## src/verilog/frs_ramp_map.vh

```
// constants for the fmcw ramp sequencer: register indices, field positions,
// reset values and ramp type codes.
// assumes one 100 MHz phase-detector-rate clock and a plain register port.
`ifndef FRS_RAMP_MAP_VH
`define FRS_RAMP_MAP_VH

// ****************************************************************
// register indices
// ****************************************************************
`define FRS_IDX_START 4'h0
`define FRS_IDX_FINE 4'h1
`define FRS_IDX_REFDIV 4'h2
`define FRS_IDX_FUNC 4'h3
`define FRS_IDX_TIMER 4'h4
`define FRS_IDX_DEV 4'h5
`define FRS_IDX_STEP 4'h6
`define FRS_IDX_DELAY 4'h7
`define FRS_IDX_STATUS 4'h8

// ****************************************************************
// field positions
// ****************************************************************
`define FRS_START_BIT 31
`define FRS_INT_MSB 26
`define FRS_INT_LSB 15
`define FRS_FRACHI_MSB 14
`define FRS_FRACHI_LSB 3
`define FRS_FRACLO_MSB 15
`define FRS_FRACLO_LSB 3
`define FRS_FIRST_TIMER_DIVIDER_MSB 14
`define FRS_FIRST_TIMER_DIVIDER_LSB 3
`define FRS_TYPE_MSB 11
`define FRS_TYPE_LSB 10
`define FRS_SECOND_TIMER_DIVIDER_MSB 18
`define FRS_SECOND_TIMER_DIVIDER_LSB 7
`define FRS_DIVMODE_MSB 20
`define FRS_DIVMODE_LSB 19
`define FRS_DEVW_MSB 18
`define FRS_DEVW_LSB 3
`define FRS_SHIFT_MSB 22
`define FRS_SHIFT_LSB 19
`define FRS_SETSEL_BIT 23
`define FRS_DUAL_BIT 24
`define FRS_FSK_BIT 25
`define FRS_STEPS_MSB 22
`define FRS_STEPS_LSB 3
`define FRS_DLYW_MSB 14
`define FRS_DLYW_LSB 3
`define FRS_DLYSTART_BIT 15
`define FRS_DLYCLK_BIT 16
`define FRS_DLYGAP_BIT 17
`define FRS_FASTLOCK_BIT 18

// ****************************************************************
// values
// ****************************************************************
`define FRS_REG_RESET 32'h0000_0000
`define FRS_DIVMODE_RAMP 2'h3
`define FRS_TYPE_SAW 2'h0
`define FRS_TYPE_TRI 2'h1
`define FRS_TYPE_SAW_ONCE 2'h2
`define FRS_TYPE_RAMP_ONCE 2'h3
`define FRS_DEVIATION_WORD_MAX 17'h0_8000
`define FRS_FRAC_BITS 25
`define FRS_INT_HEADROOM 13'h100

`endif

```

## src/verilog/frs_tick_timer.v

```verilog
// two-stage interval timer: one tick every div_a * div_b enabled cycles.
// assumes the enable drops whenever the interval must restart.
`timescale 1ns/1ps
module frs_tick_timer (
    // clock and reset
    input wire clk,
    input wire rst,
    // control
    input wire en,
    input wire [11:0] div_a,
    input wire [11:0] div_b,
    // event
    output wire tick
);

    reg [11:0] cnt_a_q;
    reg [11:0] cnt_b_q;
    wire [11:0] lim_a;
    wire [11:0] lim_b;
    wire wrap_a;
    wire wrap_b;

    // a zero divider behaves as one
    assign lim_a = (div_a == 12'h000) ? 12'h001 : div_a;
    assign lim_b = (div_b == 12'h000) ? 12'h001 : div_b;
    assign wrap_a = (cnt_a_q >= lim_a);
    assign wrap_b = (cnt_b_q >= lim_b);
    assign tick = en & wrap_a & wrap_b;

    always @(posedge clk or posedge rst) begin
        if (rst) begin
            cnt_a_q <= 12'h001;
            cnt_b_q <= 12'h001;
        end else if (!en) begin
            cnt_a_q <= 12'h001;
            cnt_b_q <= 12'h001;
        end else if (wrap_a) begin
            cnt_a_q <= 12'h001;
            cnt_b_q <= wrap_b ? 12'h001 : cnt_b_q + 12'h001;
        end else begin
            cnt_a_q <= cnt_a_q + 12'h001;
        end
    end

endmodule

```

## src/verilog/frs_ramp_sequencer.v

```verilog
// fmcw ramp sequencer: holds the configuration registers and steps the
// divider value for the fractional-n modulator at each timer interval.
// assumes REF_CLK is the phase-detector-rate clock and FSK_DATA is async.
//
// The implementer's own choices: the address map and the plain strobed port.
`timescale 1ns/1ps
`include "frs_ramp_map.vh"
module frs_ramp_sequencer (
    // clock and reset
    input wire REF_CLK,
    input wire RST,
    // register port
    input wire [3:0] ADDR,
    input wire [31:0] WDATA,
    input wire WR,
    input wire RD,
    output reg [31:0] RDATA,
    // modulation pin
    input wire FSK_DATA,
    // divider side
    output reg [11:0] DIV_INT,
    output reg [24:0] DIV_FRAC,
    output reg FAST_LOCK,
    output reg RAMP_BUSY
);

    // ****************************************************************
    // states
    // ****************************************************************
    localparam [4:0] ST_IDLE = 5'h01;
    localparam [4:0] ST_WAIT = 5'h02;
    localparam [4:0] ST_RAMP = 5'h04;
    localparam [4:0] ST_GAP = 5'h08;
    localparam [4:0] ST_HOLD = 5'h10;

    // ****************************************************************
    // configuration registers
    // ****************************************************************
    reg [31:0] start_q;
    reg [31:0] fine_q;
    reg [31:0] refdiv_q;
    reg [31:0] func_q;
    reg [31:0] timer_q;
    reg [31:0] dev_q;
    reg [31:0] step_q;
    reg [31:0] delay_q;
    reg [15:0] devw_q [0:1];
    reg [3:0] shift_q [0:1];
    reg [19:0] steps_q [0:1];
    reg [4:0] state_q;
    reg [4:0] state_d;
    reg set_q;
    reg dir_q;
    reg gap_seen_q;
    reg [19:0] cnt_q;
    reg [37:0] offs_q;
    reg [2:0] fsk_sync_q;

    wire start_wr;
    wire [1:0] ramp_type;
    wire dual_en;
    wire fsk_en;
    wire [11:0] first_timer_divider;
    wire [11:0] second_timer_divider_use;
    wire [11:0] dly_div;
    wire step_tick;
    wire dly_tick;
    wire ramp_set;
    wire [37:0] step_amt;
    wire [37:0] fsk_amt;
    wire [37:0] base;
    wire [37:0] nval;
    wire done;
    wire gap_en;

    assign start_wr = WR && (ADDR == `FRS_IDX_START);
    assign ramp_type = func_q[`FRS_TYPE_MSB:`FRS_TYPE_LSB];
    assign dual_en = dev_q[`FRS_DUAL_BIT];
    assign fsk_en = dev_q[`FRS_FSK_BIT];
    assign first_timer_divider = refdiv_q[`FRS_FIRST_TIMER_DIVIDER_MSB:`FRS_FIRST_TIMER_DIVIDER_LSB];
    // second divider only counts in ramp divider mode
    assign second_timer_divider_use = (timer_q[`FRS_DIVMODE_MSB:`FRS_DIVMODE_LSB] ==
        `FRS_DIVMODE_RAMP) ? timer_q[`FRS_SECOND_TIMER_DIVIDER_MSB:`FRS_SECOND_TIMER_DIVIDER_LSB] :
        12'h001;
    assign dly_div = delay_q[`FRS_DLYCLK_BIT] ? first_timer_divider : 12'h001;
    assign gap_en = delay_q[`FRS_DLYGAP_BIT];
    // with fsk on the ramp the second set is the hop, not a ramp rate
    assign ramp_set = (dual_en && !fsk_en) ? set_q : 1'b0;

    // ****************************************************************
    // step size and divider value
    // ****************************************************************
    // signed deviation word shifted by the exponent, in 2^-25 units
    assign step_amt = {{22{devw_q[ramp_set][15]}}, devw_q[ramp_set]}
        << shift_q[ramp_set];
    assign fsk_amt = (fsk_en && fsk_sync_q[2]) ?
        ({{22{devw_q[1][15]}}, devw_q[1]} << shift_q[1]) :
        38'h0;
    assign base = {1'b0, start_q[`FRS_INT_MSB:`FRS_INT_LSB],
        start_q[`FRS_FRACHI_MSB:`FRS_FRACHI_LSB],
        fine_q[`FRS_FRACLO_MSB:`FRS_FRACLO_LSB]};
    assign nval = base + offs_q + fsk_amt;
    assign done = (cnt_q >= steps_q[ramp_set]);

    // ****************************************************************
    // timers
    // ****************************************************************
    frs_tick_timer u_step_timer (
        .clk(REF_CLK),
        .rst(RST),
        .en(state_q == ST_RAMP),
        .div_a(first_timer_divider),
        .div_b(second_timer_divider_use),
        .tick(step_tick)
    );

    frs_tick_timer u_delay_timer (
        .clk(REF_CLK),
        .rst(RST),
        .en((state_q == ST_WAIT) || (state_q == ST_GAP)),
        .div_a(dly_div),
        .div_b(delay_q[`FRS_DLYW_MSB:`FRS_DLYW_LSB]),
        .tick(dly_tick)
    );

    // ****************************************************************
    // register writes and reads
    // ****************************************************************
    always @(posedge REF_CLK or posedge RST) begin
        if (RST) begin
            start_q <= `FRS_REG_RESET;
            fine_q <= `FRS_REG_RESET;
            refdiv_q <= `FRS_REG_RESET;
            func_q <= `FRS_REG_RESET;
            timer_q <= `FRS_REG_RESET;
            dev_q <= `FRS_REG_RESET;
            step_q <= `FRS_REG_RESET;
            delay_q <= `FRS_REG_RESET;
            devw_q[0] <= 16'h0000;
            devw_q[1] <= 16'h0000;
            shift_q[0] <= 4'h0;
            shift_q[1] <= 4'h0;
            steps_q[0] <= 20'h00000;
            steps_q[1] <= 20'h00000;
        end else if (WR) begin
            case (ADDR)
                `FRS_IDX_START: start_q <= WDATA;
                `FRS_IDX_FINE: fine_q <= WDATA;
                `FRS_IDX_REFDIV: refdiv_q <= WDATA;
                `FRS_IDX_FUNC: func_q <= WDATA;
                `FRS_IDX_TIMER: timer_q <= WDATA;
                `FRS_IDX_DEV: begin
                    dev_q <= WDATA;
                    // only the selected set changes
                    devw_q[WDATA[`FRS_SETSEL_BIT]] <=
                        WDATA[`FRS_DEVW_MSB:`FRS_DEVW_LSB];
                    shift_q[WDATA[`FRS_SETSEL_BIT]] <=
                        WDATA[`FRS_SHIFT_MSB:`FRS_SHIFT_LSB];
                end
                `FRS_IDX_STEP: begin
                    step_q <= WDATA;
                    steps_q[WDATA[`FRS_SETSEL_BIT]] <=
                        WDATA[`FRS_STEPS_MSB:`FRS_STEPS_LSB];
                end
                `FRS_IDX_DELAY: delay_q <= WDATA;
                default: ;
            endcase
        end
    end

    always @(posedge REF_CLK or posedge RST) begin
        if (RST) begin
            RDATA <= 32'h0000_0000;
        end else if (RD) begin
            case (ADDR)
                `FRS_IDX_START: RDATA <= start_q;
                `FRS_IDX_FINE: RDATA <= fine_q;
                `FRS_IDX_REFDIV: RDATA <= refdiv_q;
                `FRS_IDX_FUNC: RDATA <= func_q;
                `FRS_IDX_TIMER: RDATA <= timer_q;
                `FRS_IDX_DEV: RDATA <= dev_q;
                `FRS_IDX_STEP: RDATA <= step_q;
                `FRS_IDX_DELAY: RDATA <= delay_q;
                `FRS_IDX_STATUS:
                    RDATA <= {3'h0, state_q, 2'h0, set_q, dir_q, cnt_q};
                default: RDATA <= 32'h0000_0000;
            endcase
        end else begin
            RDATA <= 32'h0000_0000;
        end
    end

    // ****************************************************************
    // fsk pin synchroniser
    // ****************************************************************
    always @(posedge REF_CLK or posedge RST) begin
        if (RST) begin
            fsk_sync_q <= 3'h0;
        end else begin
            fsk_sync_q <= {fsk_sync_q[1:0], FSK_DATA};
        end
    end

    // ****************************************************************
    // sequencer state
    // ****************************************************************
    always @* begin
        state_d = state_q;
        case (state_q)
            ST_IDLE: state_d = ST_IDLE;
            ST_WAIT: if (dly_tick) state_d = ST_RAMP;
            ST_RAMP: begin
                if (step_tick && done) begin
                    if (ramp_type == `FRS_TYPE_SAW_ONCE ||
                        ramp_type == `FRS_TYPE_RAMP_ONCE) begin
                        state_d = ST_HOLD;
                    end else if (gap_en && (ramp_type == `FRS_TYPE_SAW ||
                        dir_q)) begin
                        state_d = ST_GAP;
                    end
                end
            end
            ST_GAP: if (dly_tick) state_d = ST_RAMP;
            ST_HOLD: state_d = ST_HOLD;
            default: state_d = ST_IDLE;
        endcase
        if (start_wr) begin
            if (!WDATA[`FRS_START_BIT]) begin
                state_d = ST_IDLE;
            end else if (delay_q[`FRS_DLYSTART_BIT]) begin
                state_d = ST_WAIT;
            end else begin
                state_d = ST_RAMP;
            end
        end
    end

    always @(posedge REF_CLK or posedge RST) begin
        if (RST) begin
            state_q <= ST_IDLE;
            set_q <= 1'b0;
            dir_q <= 1'b0;
            cnt_q <= 20'h00000;
            offs_q <= 38'h0;
            gap_seen_q <= 1'b0;
        end else begin
            state_q <= state_d;
            if (start_wr) begin
                // a new start or a stop clears the sweep
                set_q <= 1'b0;
                dir_q <= 1'b0;
                cnt_q <= 20'h00000;
                offs_q <= 38'h0;
                gap_seen_q <= 1'b0;
            end else if (state_q == ST_GAP && dly_tick) begin
                gap_seen_q <= 1'b1;
            end else if (state_q == ST_RAMP && step_tick) begin
                if (!done) begin
                    cnt_q <= cnt_q + 20'h00001;
                    offs_q <= dir_q ? offs_q - step_amt :
                        offs_q + step_amt;
                end else begin
                    case (ramp_type)
                        `FRS_TYPE_SAW, `FRS_TYPE_SAW_ONCE: begin
                            offs_q <= 38'h0;
                            cnt_q <= 20'h00000;
                            set_q <= ~set_q;
                        end
                        `FRS_TYPE_TRI: begin
                            // turn round; the full cycle takes two sweeps
                            dir_q <= ~dir_q;
                            if (dir_q && gap_en) begin
                                cnt_q <= 20'h00000;
                            end else begin
                                cnt_q <= 20'h00001;
                                offs_q <= dir_q ? offs_q + step_amt :
                                    offs_q - step_amt;
                            end
                            if (dir_q) begin
                                set_q <= ~set_q;
                            end
                        end
                        `FRS_TYPE_RAMP_ONCE: cnt_q <= cnt_q;
                        default: cnt_q <= 20'h00000;
                    endcase
                end
            end
        end
    end

    // ****************************************************************
    // outputs
    // ****************************************************************
    always @(posedge REF_CLK or posedge RST) begin
        if (RST) begin
            DIV_INT <= 12'h000;
            DIV_FRAC <= 25'h0000000;
            FAST_LOCK <= 1'b0;
            RAMP_BUSY <= 1'b0;
        end else begin
            DIV_INT <= nval[36:25];
            DIV_FRAC <= nval[24:0];
            // wide bandwidth while the first between-ramp delay runs
            FAST_LOCK <= delay_q[`FRS_FASTLOCK_BIT] && !gap_seen_q &&
                (state_d == ST_GAP) && !start_wr;
            RAMP_BUSY <= (state_d != ST_IDLE);
        end
    end

endmodule

```

## config.mk

```make
export PLATFORM = sky130hd
export DESIGN_NAME = frs_ramp_sequencer
export DESIGN_NICKNAME = d
export VERILOG_FILES = /design/src/verilog/frs_tick_timer.v /design/src/verilog/frs_ramp_sequencer.v
export VERILOG_INCLUDE_DIRS = /design/src /design/src/verilog
export SDC_FILE = /design/constraint.sdc
export NUM_CORES = 2
export LEC_CHECK = 0
export BUFFER_PORTS_ARGS = -buffer_cell sky130_fd_sc_hd__buf_2
export CAP_MARGIN = 25
export CELL_PAD_IN_SITES_DETAIL_PLACEMENT = 1
export CELL_PAD_IN_SITES_GLOBAL_PLACEMENT = 1
export CORE_MARGIN = 2
export CORE_UTILIZATION = 25
export CTS_BUF_LIST = sky130_fd_sc_hd__clkbuf_8 sky130_fd_sc_hd__clkbuf_16
export DETAILED_ROUTE_END_ITERATION = 10
export PLACE_DENSITY_LB_ADDON = 0.15
export SYNTH_ARGS = -nofsm -noshare
export SYNTH_HDL_FRONTEND = slang
export SYNTH_HIERARCHICAL = 1
export SYNTH_SLANG_ARGS = --single-unit
```

## constraint.sdc

```tcl
create_clock -name REF_CLK -period 12.8 [get_ports REF_CLK]
set_input_delay 0.64 -clock REF_CLK [delete_from_list [all_inputs] [get_ports REF_CLK]]
set_output_delay 0.64 -clock REF_CLK [all_outputs]
set_load 0.05 [all_outputs]
```

==> flow_metrics.env <==
export IMPL_synth_flop_cell="dfrtp_1"
export IMPL_outcome="complete, no violations"
export IMPL_ff2ff_path_depth=21
export IMPL_worst_slack_ps=6696
export IMPL_fillerInstances=14460
export IMPL_clk_pin_slew_ps=50
export IMPL_powerDensity_nw_per_um2=234.8
export IMPL_rsz0062_at_grt="false"
export IMPL_ctsHoldBuffers=1
export IMPL_synthArstFlopShare=1.000
export IMPL_max_freq_ghz=0.1638
export IMPL_maxCapViolations=0
export IMPL_wl_per_cell_um=24.90
export IMPL_via_per_inst=5.118
export IMPL_grt_pass1_wl_um=186000
export IMPL_hold_viol_final=0
export IMPL_slew_violations=0
export IMPL_cp_start_kind="register"
export IMPL_grt_pass1_vias=26610
export IMPL_yosysSeqAreaShare=0.4061
export IMPL_r2r_start="dev_q[25]"
export IMPL_antenna_cells=0
export IMPL_route_detailed_drc=0
export IMPL_grt_total_usage=0.1883
export IMPL_fp_dieW_um=363.1
export IMPL_io_buffer_count=111
export IMPL_tightestPinTransition_ps=1194
export IMPL_place_gp_congestion=0.8223
export IMPL_slew_headroom=0.2039
export IMPL_fin_tns_setup_ps=0
export IMPL_setup_viol=0
export IMPL_cts_tree="done"
export IMPL_initial_core_util=0.2522
export IMPL_crit_end="offs_q[34]"
export IMPL_cts_sinks=523
export IMPL_r2r_end="offs_q[34]"
export IMPL_crit_start="dev_q[25]"
export IMPL_peakVddDrop_v=0.0001065
export IMPL_p_leak_nw=16.57
export IMPL_setup_worst_path_class="register to register"
export IMPL_grtUsageMet3=0.02330
export IMPL_hold_path_class="input pin to register"
export IMPL_vias=25580
export IMPL_rrSetupSlack_ps=6700
export IMPL_postRouteAntennaNets=0
export IMPL_finClkSkew_ps=24.58
export IMPL_clock_path_buffers=3
export IMPL_synth_area_um2=32240
export IMPL_finalCriticalPeriod_ps=6104
export IMPL_core_region_area_um2=127800
export IMPL_multi_input_area_um2=17950
export IMPL_place_ws_ps=6761
export IMPL_io_pins=112
export IMPL_numCtsBuffers=71
export IMPL_syn2layout_area_growth_pct=15.40
export IMPL_drt_pass1_iterations=6
export IMPL_drive_above_1_share=0.2075
export IMPL_wl_um=124400
export IMPL_grt_use_met1=0.2671
export IMPL_synth_cell_types=98
export IMPL_grt_overflow_total=0
export IMPL_cp_required_ps=13290
export IMPL_dieArea_um2=131900
export IMPL_worstPathArrival_ps=6600
export IMPL_cp_max_fo=61
export IMPL_synth_fp_nets=3492
export IMPL_netlist_instances=3232
export IMPL_synth_edf_count=0
export IMPL_antenna_found_initial=8
export IMPL_syn_avg_cell_area_um2=9.976
export IMPL_grt_start_max_net_pins=157
export IMPL_synth_seq_cells=523
export IMPL_period_share=0.4769
export IMPL_htreeDepth=3
export IMPL_first_iter_violations=1609
export IMPL_nets=3540
export IMPL_regArea_um2=13090
export IMPL_row_count=131
export IMPL_post_cts_setup_buffers=0
export IMPL_ys_warn_count=6
export IMPL_die_y_um=363.1
export IMPL_post_cts_resize_count=0
export IMPL_clockRootBuffer="clkbuf_16"
export IMPL_clk_latency_ps=670
export IMPL_top_usage_layer="met2"
export IMPL_use_met2=0.3022
export IMPL_dp_hpwl_um=88920
export IMPL_crit_path_end_kind="register"
==> how the worst min path moves through the flow <==
stage          depth (start not counted)             to          start
2_1_floorplan                          0  fsk_sync_q[1]  fsk_sync_q[0]
3_3_place_gp                           0  fsk_sync_q[1]  fsk_sync_q[0]
3_5_place_dp                           0  fsk_sync_q[1]  fsk_sync_q[0]
4_1_cts                                1  fsk_sync_q[0]       FSK_DATA
5_1_grt                                1  fsk_sync_q[0]       FSK_DATA
6_report                               1  fsk_sync_q[0]       FSK_DATA
==> power breakdown <==
group | internal [mW] | switching (mW)
Combinational | 1.49 | 2.64
Clock | 1.30 | 0.842
Sequential | 2.03 | 0.427
==> routing by layer <==
metal  routed length (um)  up-vias
met1                60900    13150
met5                   52        -
met4                 2512        8
met3                 4234      127
li1                     -    11870
met2                56750      418
==> sequential cells by signal (all words and copies together) (netlist names), 20 cells and up <==
| signal | flops |
|---|---|
| delay_q | 32 |
| devw_q | 32 |
| start_q | 32 |
| func_q | 32 |
| offs_q | 37 |
| fine_q | 32 |
| dev_q | 32 |
| steps_q | 40 |
| cnt_q | 20 |
| RDATA | 32 |
| refdiv_q | 32 |
| timer_q | 32 |
| step_q | 32 |
| DIV_FRAC | 25 |
==> Yosys cell counts (37+ instances only) <==
cell type	count	share of area
a21o_1	44	0.010
a21oi_1	201	0.031
a22oi_1	46	0.011
a31oi_1	42	0.0081
clkbuf_1	134	0.016
dfrtp_1	518	0.40
fa_1	39	0.024
ha_1	180	0.070
inv_1	143	0.017
mux2_2	323	0.11
mux2i_1	72	0.022
nand2_1	284	0.033
nand2b_1	37	0.0072
nand3_1	58	0.0090
nor2_1	259	0.030
nor3_1	51	0.0079
o21ai_0	126	0.020
xnor2_1	39	0.011
==> worst max-delay path: stages (launching register included) <==
cell	delay (ps)
dfrtp_1	440
nand3b_1	140
buf_4	630
nand2_1	170
o21ai_1	110
buf_4	280
nor2_1	80
a21oi_1	210
a21oi_1	140
nand2b_1	210
o21a_1	150
ha_1	490
inv_1	130
a21oi_1	270
o211ai_1	180
o31ai_1	920
o211ai_1	230
o211ai_1	380
nor4_1	180
o21a_1	210
o21ai_0	210
a31oi_1	110
==> layout by cell type (no fill, tap or decap), types with 13 or more instances in the layout <==
cell type  instances
dfrtp_1          518
mux2_2           323
nand2_1          275
nor2_1           255
a21oi_1          201
ha_1             180
inv_1            155
o21ai_0          125
buf_2            111
clkbuf_16         72
mux2i_1           69
nand3_1           58
nor3_1            47
buf_4             47
a22oi_1           45
a21o_1            44
a31oi_1           42
xnor2_1           39
fa_1              39
nand2b_1          37
a22o_1            36
xor2_1            36
a221oi_1          34
and3_1            27
and2_1            24
a211oi_1          23
o22ai_1           23
o21a_1            23
nor4_1            23
nand4_1           23
a222oi_1          23
o31ai_1           21
clkbuf_8          19
nor2b_1           17
o21bai_1          17
a221o_1           15
o211ai_1          13
a211o_1           13
==> final cells by class <==
| class | instances | share of cell area |
|---|---|---|
| clock buffers | 91 | 0.05545 |
| flip-flops and latches | 523 | 0.3519 |
| clock inverters | 37 | 0.01167 |
| repair buffers | 164 | 0.02774 |
| well taps | 1662 | 0.05589 |
| multi-input cells | 2374 | 0.4825 |
| inverters | 146 | 0.01483 |
==> logic make-up (layout without fill, tap and decap cells) <==
| kind of cell | count (synthesis) | after routing | share of synthesized area |
|---|---|---|---|
| muxes | 395 | 395 | 0.1352 |
| xor gates and xnor gates | 75 | 75 | 0.02037 |
| adders and majority gates | 219 | 219 | 0.09406 |
| DFF | 523 | 523 | 0.4061 |
| buffers and inverters | 335 | 438 | 0.04059 |
| AOI/OAI and AO/OA | 802 | 802 | 0.1735 |
| and+or+nand+nor | 883 | 883 | 0.1302 |
==> per-stage QoR <==
step	cells	instance area (um^2)	power, mW	utilization	hold slack (ps)
after global routing	4997	37210	9.373	0.2910	60.77
after global placement	4864	34610	6.624	0.2707	335.4
after CTS	4996	37180	8.852	0.2908	24.75
after floorplan	3232	32250	5.254	-	331.2
after detailed placement	4867	34670	6.639	0.2712	338.5
final	4997	37210	8.737	0.2910	87.60
(Power assumes the default switching activity.)
